`config.mk`:
```
export PLATFORM = sky130hd
export DESIGN_NAME = msrb_bank
export DESIGN_NICKNAME = d
export VERILOG_FILES = /design/src/rtl/msrb_pkg.sv /design/src/rtl/msrb_strap_if.sv /design/src/rtl/msrb_strap_latch.sv /design/src/rtl/msrb_bank.sv
export SDC_FILE = /design/constraint.sdc
export NUM_CORES = 1
export LEC_CHECK = 0
export ABC_CLOCK_PERIOD_IN_PS = 3400
export BUFFER_PORTS_ARGS = -buffer_cell sky130_fd_sc_hd__buf_2
export CAP_MARGIN = 20
export CELL_PAD_IN_SITES_DETAIL_PLACEMENT = 1
export CELL_PAD_IN_SITES_GLOBAL_PLACEMENT = 2
export CORE_MARGIN = 2
export CORE_UTILIZATION = 27
export CTS_BUF_LIST = sky130_fd_sc_hd__clkbuf_4 sky130_fd_sc_hd__clkbuf_8 sky130_fd_sc_hd__clkbuf_16
export DETAILED_ROUTE_END_ITERATION = 12
export GPL_ROUTABILITY_DRIVEN = 0
export PLACE_DENSITY = 0.79
export SLEW_MARGIN = 25
export SYNTH_ARGS = -nofsm -noshare
export SYNTH_HDL_FRONTEND = slang
export SYNTH_HIERARCHICAL = 1
export SYNTH_SLANG_ARGS = --single-unit
```
`constraint.sdc`:
```
create_clock -name REF_CLK -period 3.4 [get_ports REF_CLK]
set_clock_uncertainty 0.05 [all_clocks]
set_input_delay 0.34 -clock REF_CLK [delete_from_list [all_inputs] [get_ports REF_CLK]]
set_output_delay 0.34 -clock REF_CLK [all_outputs]
set_load 0.05 [all_outputs]
```
`src/rtl/msrb_pkg.sv`:
```
// Package for the model-specific register bank: register indices,
// field positions and reset values shared by the bank and its testbench.
// Assumes a single 64-bit core datapath on one clock.
package msrb_pkg;
    // ************************************************************
    // Register indices (numeric register address)
    // ************************************************************
    localparam logic [11:0] ADDR_MC_ADDRESS = 12'h000;
    localparam logic [11:0] ADDR_MC_TYPE = 12'h001;
    localparam logic [11:0] ADDR_CYCLE_STAMP = 12'h010;
    localparam logic [11:0] ADDR_PLATFORM_ID = 12'h017;
    localparam logic [11:0] ADDR_INTR_BASE = 12'h01b;
    localparam logic [11:0] ADDR_HARD_POWERON = 12'h02a;

    // ************************************************************
    // Field positions
    // ************************************************************
    localparam int PLAT_LSB = 50;
    localparam int PLAT_MSB = 52;
    localparam int BASE_BOOT_BIT = 8;
    localparam int BASE_EN_BIT = 11;
    localparam int BASE_ADDR_LSB = 12;
    localparam int BASE_ADDR_MSB = 31;
    localparam int HPO_TRISTATE_BIT = 0;
    localparam int HPO_SELFTEST_BIT = 1;
    localparam int HALF = 32;

    // ************************************************************
    // Reset values and counter step
    // ************************************************************
    localparam logic [63:0] ZERO64 = 64'h0;
    localparam logic [19:0] BASE_ADDR_RESET = 20'hfee00;
    localparam logic BASE_EN_RESET = 1'b1;
    localparam logic [63:0] CYCLE_STEP = 64'h1;

    // Answer kinds for an access
    typedef enum logic [1:0] {
        MSRB_ACK_OK = 2'h0,
        MSRB_ACK_BAD = 2'h1
    } msrb_ack_e;
endpackage : msrb_pkg

```
`src/rtl/msrb_strap_if.sv`:
```
// Carrier for captured strap values between the bank and its strap latch.
// Assumes both ends run on the core clock.
`timescale 1ns/10ps
`default_nettype none
interface msrb_strap_if;
    logic tristate_en; // Strap captured from the management-interrupt pin
    logic selftest_en; // Strap captured from the initialisation pin
    modport latch (output tristate_en, output selftest_en);
    modport bank (input tristate_en, input selftest_en);
endinterface : msrb_strap_if
`default_nettype wire

```
`src/rtl/msrb_strap_latch.sv`:
```
// Strap capture: synchronises two strap pins and latches them when reset
// is released. Assumes SRST is synchronous to REF_CLK.
`timescale 1ns/10ps
`default_nettype none
module msrb_strap_latch (
    input wire logic clk, // Core clock
    input wire logic srst, // Synchronous reset, high
    input wire logic mgmt_strap_n, // Management-interrupt strap, low active
    input wire logic init_pin_n, // Initialisation strap, low active
    msrb_strap_if.latch straps // Captured values
);
    logic [1:0] sync1;
    logic [1:0] sync2;
    logic srst_q;

    // Two-stage synchroniser; the first stage is read only by the second
    always_ff @(posedge clk) begin
        sync1 <= {init_pin_n, mgmt_strap_n};
        sync2 <= sync1;
        srst_q <= srst;
    end

    // capture on release
    // Asserted (low) pin at the release edge reads as one afterwards
    always_ff @(posedge clk) begin
        if (srst) begin
            straps.tristate_en <= 1'b0;
            straps.selftest_en <= 1'b0;
        end else if (srst_q) begin
            straps.tristate_en <= ~sync2[0];
            straps.selftest_en <= ~sync2[1];
        end
    end
endmodule : msrb_strap_latch
`default_nettype wire

```
`src/rtl/msrb_bank.sv`:
```
// Model-specific register bank: six 64-bit registers reached by the
// model-register read and write instructions via a numeric address.
// Assumes the core issues one-cycle read/write strobes on REF_CLK.
`timescale 1ns/10ps
`default_nettype none
module msrb_bank (
    input wire logic REF_CLK, // Core clock, 100 MHz
    input wire logic SRST, // Synchronous reset, high
    input wire logic [11:0] MSR_ADDR, // Numeric register address
    input wire logic MSR_RD, // Read instruction strobe
    input wire logic MSR_WR, // Write instruction strobe
    input wire logic [63:0] MSR_WDATA, // Write data
    input wire logic [63:0] MC_ADDR_IN, // Machine-check address capture
    input wire logic [63:0] MC_TYPE_IN, // Machine-check type capture
    input wire logic [2:0] PLAT_FLAG, // Platform flag code
    input wire logic BOOT_PROC_IN, // This core is bootstrap processor
    input wire logic MGMT_STRAP_N, // Management-interrupt strap pin
    input wire logic INIT_PIN_N, // Initialisation strap pin
    output logic [63:0] MSR_RDATA, // Read data
    output logic MSR_ACK, // Access done pulse
    output logic MSR_FAULT, // Unmapped address pulse
    output logic LAPIC_EN, // Local controller global enable
    output logic [19:0] LAPIC_BASE // Local controller base address
);
    // ************************************************************
    // State
    // ************************************************************
    logic [63:0] cycle_count;
    logic [63:0] next_cycle_count;
    logic [63:0] rd_mux;
    logic hit;
    logic base_en;
    logic [19:0] base_addr;
    msrb_strap_if straps ();

    // Strap capture lives in its own small module
    msrb_strap_latch u_strap (
        .clk(REF_CLK),
        .srst(SRST),
        .mgmt_strap_n(MGMT_STRAP_N),
        .init_pin_n(INIT_PIN_N),
        .straps(straps)
    );

    // Address decode, used for both reads and writes
    function automatic logic is_mapped(input logic [11:0] a);
        is_mapped = (a == msrb_pkg::ADDR_MC_ADDRESS) || (a == msrb_pkg::ADDR_MC_TYPE)
            || (a == msrb_pkg::ADDR_CYCLE_STAMP) || (a == msrb_pkg::ADDR_PLATFORM_ID)
            || (a == msrb_pkg::ADDR_INTR_BASE) || (a == msrb_pkg::ADDR_HARD_POWERON);
    endfunction : is_mapped

    assign hit = is_mapped(MSR_ADDR);
    wire wr_stamp = MSR_WR && (MSR_ADDR == msrb_pkg::ADDR_CYCLE_STAMP);
    wire wr_base = MSR_WR && (MSR_ADDR == msrb_pkg::ADDR_INTR_BASE);

    // upper half cleared
    // The counter free-runs; a write replaces it with the zero-extended low half
    assign next_cycle_count = wr_stamp
        ? {32'h0, MSR_WDATA[msrb_pkg::HALF-1:0]}
        : cycle_count + msrb_pkg::CYCLE_STEP;

    // ************************************************************
    // Read selection
    // ************************************************************
    // reserved read zero
    // Every field is placed explicitly so unlisted bits stay zero
    always_comb begin
        rd_mux = msrb_pkg::ZERO64;
        case (MSR_ADDR)
            msrb_pkg::ADDR_MC_ADDRESS: rd_mux = MC_ADDR_IN;
            msrb_pkg::ADDR_MC_TYPE: rd_mux = MC_TYPE_IN;
            msrb_pkg::ADDR_CYCLE_STAMP: rd_mux = cycle_count;
            msrb_pkg::ADDR_PLATFORM_ID: rd_mux[msrb_pkg::PLAT_MSB:msrb_pkg::PLAT_LSB] = PLAT_FLAG;
            msrb_pkg::ADDR_INTR_BASE: begin
                rd_mux[msrb_pkg::BASE_BOOT_BIT] = BOOT_PROC_IN;
                rd_mux[msrb_pkg::BASE_EN_BIT] = base_en;
                rd_mux[msrb_pkg::BASE_ADDR_MSB:msrb_pkg::BASE_ADDR_LSB] = base_addr;
            end
            msrb_pkg::ADDR_HARD_POWERON: begin
                rd_mux[msrb_pkg::HPO_TRISTATE_BIT] = straps.tristate_en;
                rd_mux[msrb_pkg::HPO_SELFTEST_BIT] = straps.selftest_en;
            end
            default: rd_mux = msrb_pkg::ZERO64;
        endcase
    end

    // ************************************************************
    // Registers
    // ************************************************************
    // Time-stamp counter
    always_ff @(posedge REF_CLK) begin
        if (SRST) begin
            cycle_count <= msrb_pkg::ZERO64;
        end else begin
            cycle_count <= next_cycle_count;
        end
    end

    always_ff @(posedge REF_CLK) begin
        if (SRST) begin
            base_en <= msrb_pkg::BASE_EN_RESET;
            base_addr <= msrb_pkg::BASE_ADDR_RESET;
        end else if (wr_base) begin
            base_en <= MSR_WDATA[msrb_pkg::BASE_EN_BIT];
            base_addr <= MSR_WDATA[msrb_pkg::BASE_ADDR_MSB:msrb_pkg::BASE_ADDR_LSB];
        end
    end

    // read-only straps
    // Writes to hard power-on, platform and machine-check regs are ignored
    // Answers registered one cycle after the strobe
    always_ff @(posedge REF_CLK) begin
        if (SRST) begin
            MSR_RDATA <= msrb_pkg::ZERO64;
            MSR_ACK <= 1'b0;
            MSR_FAULT <= 1'b0;
            LAPIC_EN <= msrb_pkg::BASE_EN_RESET;
            LAPIC_BASE <= msrb_pkg::BASE_ADDR_RESET;
        end else begin
            MSR_RDATA <= (MSR_RD && hit) ? rd_mux : msrb_pkg::ZERO64;
            MSR_ACK <= (MSR_RD || MSR_WR) && hit;
            MSR_FAULT <= (MSR_RD || MSR_WR) && !hit;
            LAPIC_EN <= wr_base ? MSR_WDATA[msrb_pkg::BASE_EN_BIT] : base_en;
            LAPIC_BASE <= wr_base ? MSR_WDATA[msrb_pkg::BASE_ADDR_MSB:msrb_pkg::BASE_ADDR_LSB]
                : base_addr;
        end
    end
endmodule : msrb_bank
`default_nettype wire

```
**After elaboration in Yosys (flattened, before gate mapping)**

Cells that the tools add are included.

- $add $sub $neg: 1
- Multiply operators: 0
- Divide/modulo/power cells: 0
- $lt $le $gt $ge: 0
- Equality and inequality tests: 5
- Shifts and indexed selects: 0
- Muxes and demuxes: 9
- Bitwise gates (word level): 3
- Reduce and logical (&&, ||, !) cells: 15

Operators by type and width:

| cell | number |
|---|---|
| $pmux W21 S4 | 1 |
| $add A64 B1 Y64 const B | 1 |
| $pmux W18 S3 | 1 |
| $eq A12 B5 Y1 const B | 3 |
| $pmux W11 S3 | 1 |
| $mux W32 | 1 |
| $pmux W6 S3 | 1 |
| $eq A12 B1 Y1 const B | 1 |
| $eq A12 B6 Y1 const B | 1 |
| $logic_not A12 Y1 | 1 |
| $pmux W3 S4 | 1 |
| $pmux W2 S4 | 1 |
| $logic_or A1 B1 Y1 | 6 |
| $pmux W2 S3 | 1 |
| $logic_and A1 B1 Y1 | 5 |
| $pmux W1 S4 | 1 |
| $reduce_or A2 Y1 | 2 |
| $not A1 Y1 | 3 |
| $logic_not A1 Y1 | 1 |

- Register bits after elaboration: 158
- Bits in latches: 0
- Memory bits (writable): 0
- ROM bits: 0
- Memories kept: 0

**Logic depth before layout (Yosys ltp)**

Gate-level depths: netlist of run 1.

- Depth after elaboration: 9
- Depth in mapped cells: 8
- Depth with buffers taken out: 6

**By module**

The synthesis of run 1 kept the hierarchy.

Modules (own cells, without submodules):

| module | instances | cells each | area an instance (um^2) | seq. area each (um^2) |
|---|---|---|---|---|
| msrb_bank | 1 | 801 | 7098.1 | 3022.9 |
| msrb_strap_latch | 1 | 11 | 162.7 | 140.1 |

**Worst setup path before layout of run 1**

OpenSTA, ideal clock, no wires.

- Path type: register to register
- Start point: register cycle_count[32]
- End point: register cycle_count[55]
- Setup time: 0.070 ns
- Arrival: 2.328 ns
- Data required time: 3.280 ns
- Setup slack: 0.952 ns
- Cell stages (with the launch flop): 8
- Path buffers: 2
- Period minus slack after synthesis: 2.448 ns
- Cells stage by stage: dfxtp_1 nand4_2 or4_1 buf_2 or4_4 buf_6 or3_1 a21oi_1

- Cells in the longest elaborated chain, start to end: 1

Ends and longest elaborated chain:

| element | RTL line | text |
|---|---|---|
| start: declaration | msrb_bank.sv:28 | `logic [63:0] cycle_count;` |
| start signal: assignment | msrb_bank.sv:93 | `cycle_count <= msrb_pkg::ZERO64;` |
| start signal: assignment | msrb_bank.sv:95 | `cycle_count <= next_cycle_count;` |
| $add A64 B1 Y64 | msrb_bank.sv:60 | `: cycle_count + msrb_pkg::CYCLE_STEP;` |

Every way passes these cells.
A chain may end at the register's enable or synchronous reset.

**Worst setup path in the final report of run 1**

- Start point: register cycle_count[10]
- End point: register cycle_count[60]

Same word-level chain as after synthesis.

==> results.cfg, run 1 <==
[critical_path]
crit_required_ns = 3.70
path_cells = nand4_1, or4_1, or4_1, or3_1, a21oi_1
cp.buffers_inverters = 0
crit_top_cell = or4_1
max_stage_delay_ns = 0.73
crit_fanout = 8
arrival_ns = 3.13
end_kind = flop
worst_path_max_delay_cell = or4_1
critical_path_class = flop to flop
path_delay_family = simple AND/OR/NAND/NOR gates
startpoint_type = flop

[yosys]
synth-seq-cells = 158
synth.distinct_cells = 46
yosysTopAreaCell = dfxtp_1
synthesis.area_mm2 = 0.00726
synthMuxAreaShare_pct = 11.4
synth_edf_count = 0
synth_simple_gate_area_share_pct = 20.9
netlist_top_cells_area = dfxtp_1 (44%), mux2_2 (9.9%), nor2_1 (7.4%)
ys_seq_area_share_pct = 43.6
synth.top_cell.area_share_pct = 43.6
syn_avg_cell_area_um2 = 8.94
synth_top_family_by_area = simple AND/OR/NAND/NOR gates
synth_adder_area_share_pct = 0.172
yosysWarnings = 6
netlist_instances = 812
async_reset_ff_share_pct = 0
synth-compound-area-share_pct = 15.2
syn_nets = 1027
ys.flop_type = dfxtp_1
synthXorXnorAreaFrac_pct = 4.83

[cells_and_area]
nets = 1273
drive_gt1_share_pct = 36.6
final_cell_mix = buf_2 (267), dfxtp_1 (158), nor2_1 (142)
fill_cells = 3156
layout_commonest_cell = buf_2
syn_to_final_growth_pct = 33.3

[global_route]
first_global_vias = 7149
grt_pass1_wl_mm = 39.2
grt_start_max_net_pins = 69
grt_use_total_pct = 17.8
grt_overflow_total = 0
antenna_found_initial = 3

[sta]
rsz0062_at_grt = no
fin_crit_sh_pct = 83.1
period_minus_slack_ns = 2.83
worstMarginPinSlew_ns = 0.894
slew_violations = 0
fin_tns_setup_ns = 0
finalSetupViolCount = 0
finalHoldViolCount = 0
fmax_mhz = 354
maxSlewHeadroom_pct = 40.2

[clocking]
numCtsBuffers = 17
post-cts-setup-buffer-count = 0
clk_pin_slew_ns = 0.07
cts_tree = done
root_buffer = clkbuf_16
h-tree-depth = 4
clkSinkCount = 158
clock_latency_ns = 0.43
cts.path.max_buffers = 2

[power_and_ir_drop]
p_per_area_mw_per_mm2 = 444
power_leakage_nw = 3.79
total_power_mw = 4.30
ir_worst_vdd_mv = 0.228

[placement]
dp_hpwl_mm = 18.6
portBuffers = 268

[route]
viasPerCell = 5.01
drt-initial-drc-count = 471
drc = 0
drtPass1Iterations = 6
wirelength_mm = 25.4
vias = 7101
wire_per_inst_um = 17.9
antenna_left = 0

[hold_path]
hold_class = input pin to flop

[floorplan]
initial_core_util_pct = 27.2
die-area_mm2 = 0.0282
dieHeight_um = 168
num_rows = 60
io_pins = 301
die_w_um = 168
core_mm2 = 0.0267

[outcome]
status = finished clean

[job]
maxCapViolCount = 0
==> sequential cells by signal, summed over array words and instances, names as in the netlist <==
signal	cells
LAPIC_BASE	20
u_strap/sync2	2
LAPIC_EN	1
MSR_RDATA	64
MSR_ACK	1
u_strap/straps.selftest_en	1
u_strap/srst_q	1
u_strap/straps.tristate_en	1
cycle_count	64
u_strap/sync1	2
MSR_FAULT	1
==> per-stage QoR <==
| stage | util (%) | hold WS [ns] | std cells | setup slack [ns] | instance area (µm²) |
|---|---|---|---|---|---|
| floorplan | - | 0.260 | 812 | 0.952 | 7260 |
| global placement | 33.7 | 0.264 | 1378 | 0.636 | 8990 |
| detailed placement | 33.7 | 0.263 | 1378 | 0.570 | 8990 |
| CTS | 36.3 | 0.0881 | 1411 | 0.552 | 9670 |
| global route | 36.3 | 0.116 | 1411 | 0.431 | 9670 |
| finish | 36.3 | 0.113 | 1416 | 0.574 | 9680 |
==> synthesized netlist by cell type (all sizes together) (7+ instances only) <==
master  count
xnor2      33
a211oi     31
inv        10
nand2      29
and4        7
mux2i      11
and3        7
dfxtp     158
nor3       32
clkbuf     58
a22oi      38
o21ai      16
nor4       16
or4         8
or3        15
xor2        7
mux2       64
nor2      143
nand4      21
a21oi      33
a222oi     25
nand3      22
==> logic make-up after synthesis <==
family,Yosys count
AND/OR/NAND/NOR,312
flip-flops,158
AO/OA/AOI/OAI,154
multiplexers,75
buffers and inverters,72
XOR/XNOR,40
adder cells (fa/ha/maj),1
==> per-layer routing <==
layer	wire length, µm	track usage, %	vias up
met4	367	4.76	2
met5	13	0	-
met1	11400	22.4	3385
met3	1700	5.34	19
met2	11900	29.6	210
li1	-	-	3485
==> area by class of cell <==
type / count / area (µm²) / share of cell area [%]
diodes: 5 / 12.5 / 0.129
clock buffers: 19 / 453 / 4.68
clock inverters: 12 / 205 / 2.12
inverters: 10 / 37.5 / 0.388
multi-input cells: 582 / 3840 / 39.6
flip-flops and latches: 158 / 3160 / 32.7
well taps: 341 / 427 / 4.41
repair buffers: 289 / 1540 / 16.0
==> timing repair <==
item | 4_1_cts | 5_1_grt
hold buffers | 2 | 0
gates resized for setup | 0 | 0
endpoints found under the hold margin | 2 | 0
==> where the power goes <==
part	switching (mW)	internal [mW]
Sequential	0.00613	1.86
Combinational	0.122	0.143
Clock	0.824	1.35
==> path summary, 6_finish.rpt <==
kind                    startpoint               end  slack (ns)  cells after the start
setup reg to reg   cycle_count[10]   cycle_count[60]        0.57                      5
hold / removal       MSR_WDATA[14]     LAPIC_BASE[2]        0.11                      3
setup / recovery   cycle_count[10]   cycle_count[60]        0.57                      5
hold reg to reg   u_strap/sync1[0]  u_strap/sync2[0]        0.28                      0
==> worst register-to-register path: cells and delay by family, from the launching register on <==
kind               cells  cell delay (ns)
AOI/OAI and AO/OA      1             0.13
DFF                    1             0.49
and+or+nand+nor        4             2.08
No activity file was read; power rests on OpenSTA's default activity.
==> run 2: changes to the inputs <==
Settings changed: ABC_CLOCK_PERIOD_IN_PS 3400 to 2600.
Clock period 3.4 ns to 2.6 ns, I/O delays scaled along.
==> results.cfg, run 2 (same netlist as run 1, synthesis figures left out) <==
[critical_path]
crit_fanout = 14
startpoint_type = flop
worst_path_max_delay_cell = or4_4
path_delay_family = simple AND/OR/NAND/NOR gates
max_stage_delay_ns = 0.65
cp.buffers_inverters = 0
critical_path_class = flop to flop
end_kind = flop
arrival_ns = 2.75
crit_required_ns = 2.91
path_cells = nand4_1, or4_1, or4_4, or3_1, a21oi_1

[sta]
setup_slack_ns = 0.160
slew_violations = 0
period_minus_slack_ns = 2.44
hold_ws_ns = 0.0313
fin_tns_setup_ns = 0
finalHoldViolCount = 0
maxSlewHeadroom_pct = 49.1
worstMarginPinSlew_ns = 0.764
fin_crit_sh_pct = 93.9
finalSetupViolCount = 0
fmax_mhz = 410
rsz0062_at_grt = no

[route]
drc = 0
antenna_left = 0
viasPerCell = 5.00
vias = 7252
drtPass1Iterations = 6
drt-initial-drc-count = 389
wirelength_mm = 26.2
wire_per_inst_um = 18.1

[power_and_ir_drop]
ir_worst_vdd_mv = 0.284
total_power_mw = 5.45
p_per_area_mw_per_mm2 = 551
power_leakage_nw = 3.95

[cells_and_area]
syn_to_final_growth_pct = 36.2
top_regs = MSR_RDATA (64), cycle_count (64), LAPIC_BASE (20)
stdcell_count = 1451
multiInputGateArea_mm2 = 0.00385
final-seq-area_mm2 = 0.00316
layout_commonest_cell = buf_2
fill_cells = 3204
final_cell_mix = buf_2 (267), dfxtp_1 (158), nor2_1 (142)
drive_gt1_share_pct = 38.9
nets = 1308

[global_route]
grt_use_total_pct = 18.4
grt_pass1_wl_mm = 40.4
antenna_found_initial = 5
first_global_vias = 7336
grt_overflow_total = 0
grt_start_max_net_pins = 69

[clocking]
clk_pin_slew_ns = 0.06
h-tree-depth = 4
clock_latency_ns = 0.43
numCtsBuffers = 17
cts.path.max_buffers = 2
root_buffer = clkbuf_16
clkSinkCount = 158
cts_tree = done

[placement]
portBuffers = 268
place_inst = 1413
dp_hpwl_mm = 19.4
pre_cts_slack_ns = 0.102

[outcome]
status = finished clean

[floorplan]
io_pins = 301
initial_core_util_pct = 27.2
core_mm2 = 0.0267
num_rows = 60
die_w_um = 168
dieHeight_um = 168
die-area_mm2 = 0.0282

[job]
maxCapViolCount = 0

[hold_path]
hold_class = input pin to flop
==> run 2: changes by cell type in the layout (fill, tap and decap cells not counted), moves of 2 or more <==
cell       before  now
bufinv_16       5    3
buf_4          17   54
or4_4           1    3
buf_12          3    1
or4_1           7    5
==> run 2: timing repair <==
item | 4_1_cts | 5_1_grt
hold buffers | 2 | 0
gates resized for setup | 0 | 3
hold endpoints to repair | 2 | 0
setup buffers | 0 | 0
setup endpoints to repair | 0 | 6
==> run 2: where the power goes <==
group | internal (mW) | total (mW) | leakage (nW) | switching [mW]
sequential | 2.43 | 2.44 | 1.28 | 0.00803
clock | 1.59 | 2.66 | 0.300 | 1.07
combinational | 0.190 | 0.351 | 2.38 | 0.161
==> run 2: final cells by class <==
class / count / share of cell area [%]
timing repair buffer: 324 / 18.0
clock buffer: 20 / 4.72
clock inverter: 11 / 1.56
antenna: 5 / 0.126
tap: 341 / 4.31
inverter: 10 / 0.379
sequential: 158 / 32.0
multi-input combinational: 582 / 38.9
==> run 2: per-stage QoR <==
step / utilization, % / instance area (µm²)
2_1_floorplan: - / 7260
3_3_place_gp: 34.6 / 9230
3_5_place_dp: 34.6 / 9230
4_1_cts: 37.0 / 9870
5_1_grt: 37.1 / 9880
6_report: 37.1 / 9890
==> run 2: worst register-to-register path, stage by stage, from the launching register on <==
cell	delay, ns
dfxtp_1	0.37
nand4_1	0.19
or4_1	0.60
or4_4	0.65
or3_1	0.39
a21oi_1	0.14
==> run 2: worst paths after layout <==
path | startpoint | slack (ns) | cells after the start | endpoint
max | cycle_count[12] | 0.16 | 5 | cycle_count[59]
min | BOOT_PROC_IN | 0.03 | 3 | MSR_RDATA[8]
max reg2reg | cycle_count[12] | 0.16 | 5 | cycle_count[59]
min reg2reg | u_strap/sync1[1] | 0.28 | 0 | u_strap/sync2[1]
==> run 2: per-layer routing <==
| metal | share of wire (%) | track usage [%] | vias to the layer above |
|---|---|---|---|
| met2 | 47 | 30.3 | 208 |
| met4 | 1.5 | 5.10 | 2 |
| met3 | 6.4 | 4.98 | 27 |
| met1 | 45 | 23.8 | 3475 |
| met5 | 0.050 | 0 | - |
| li1 | - | - | 3540 |
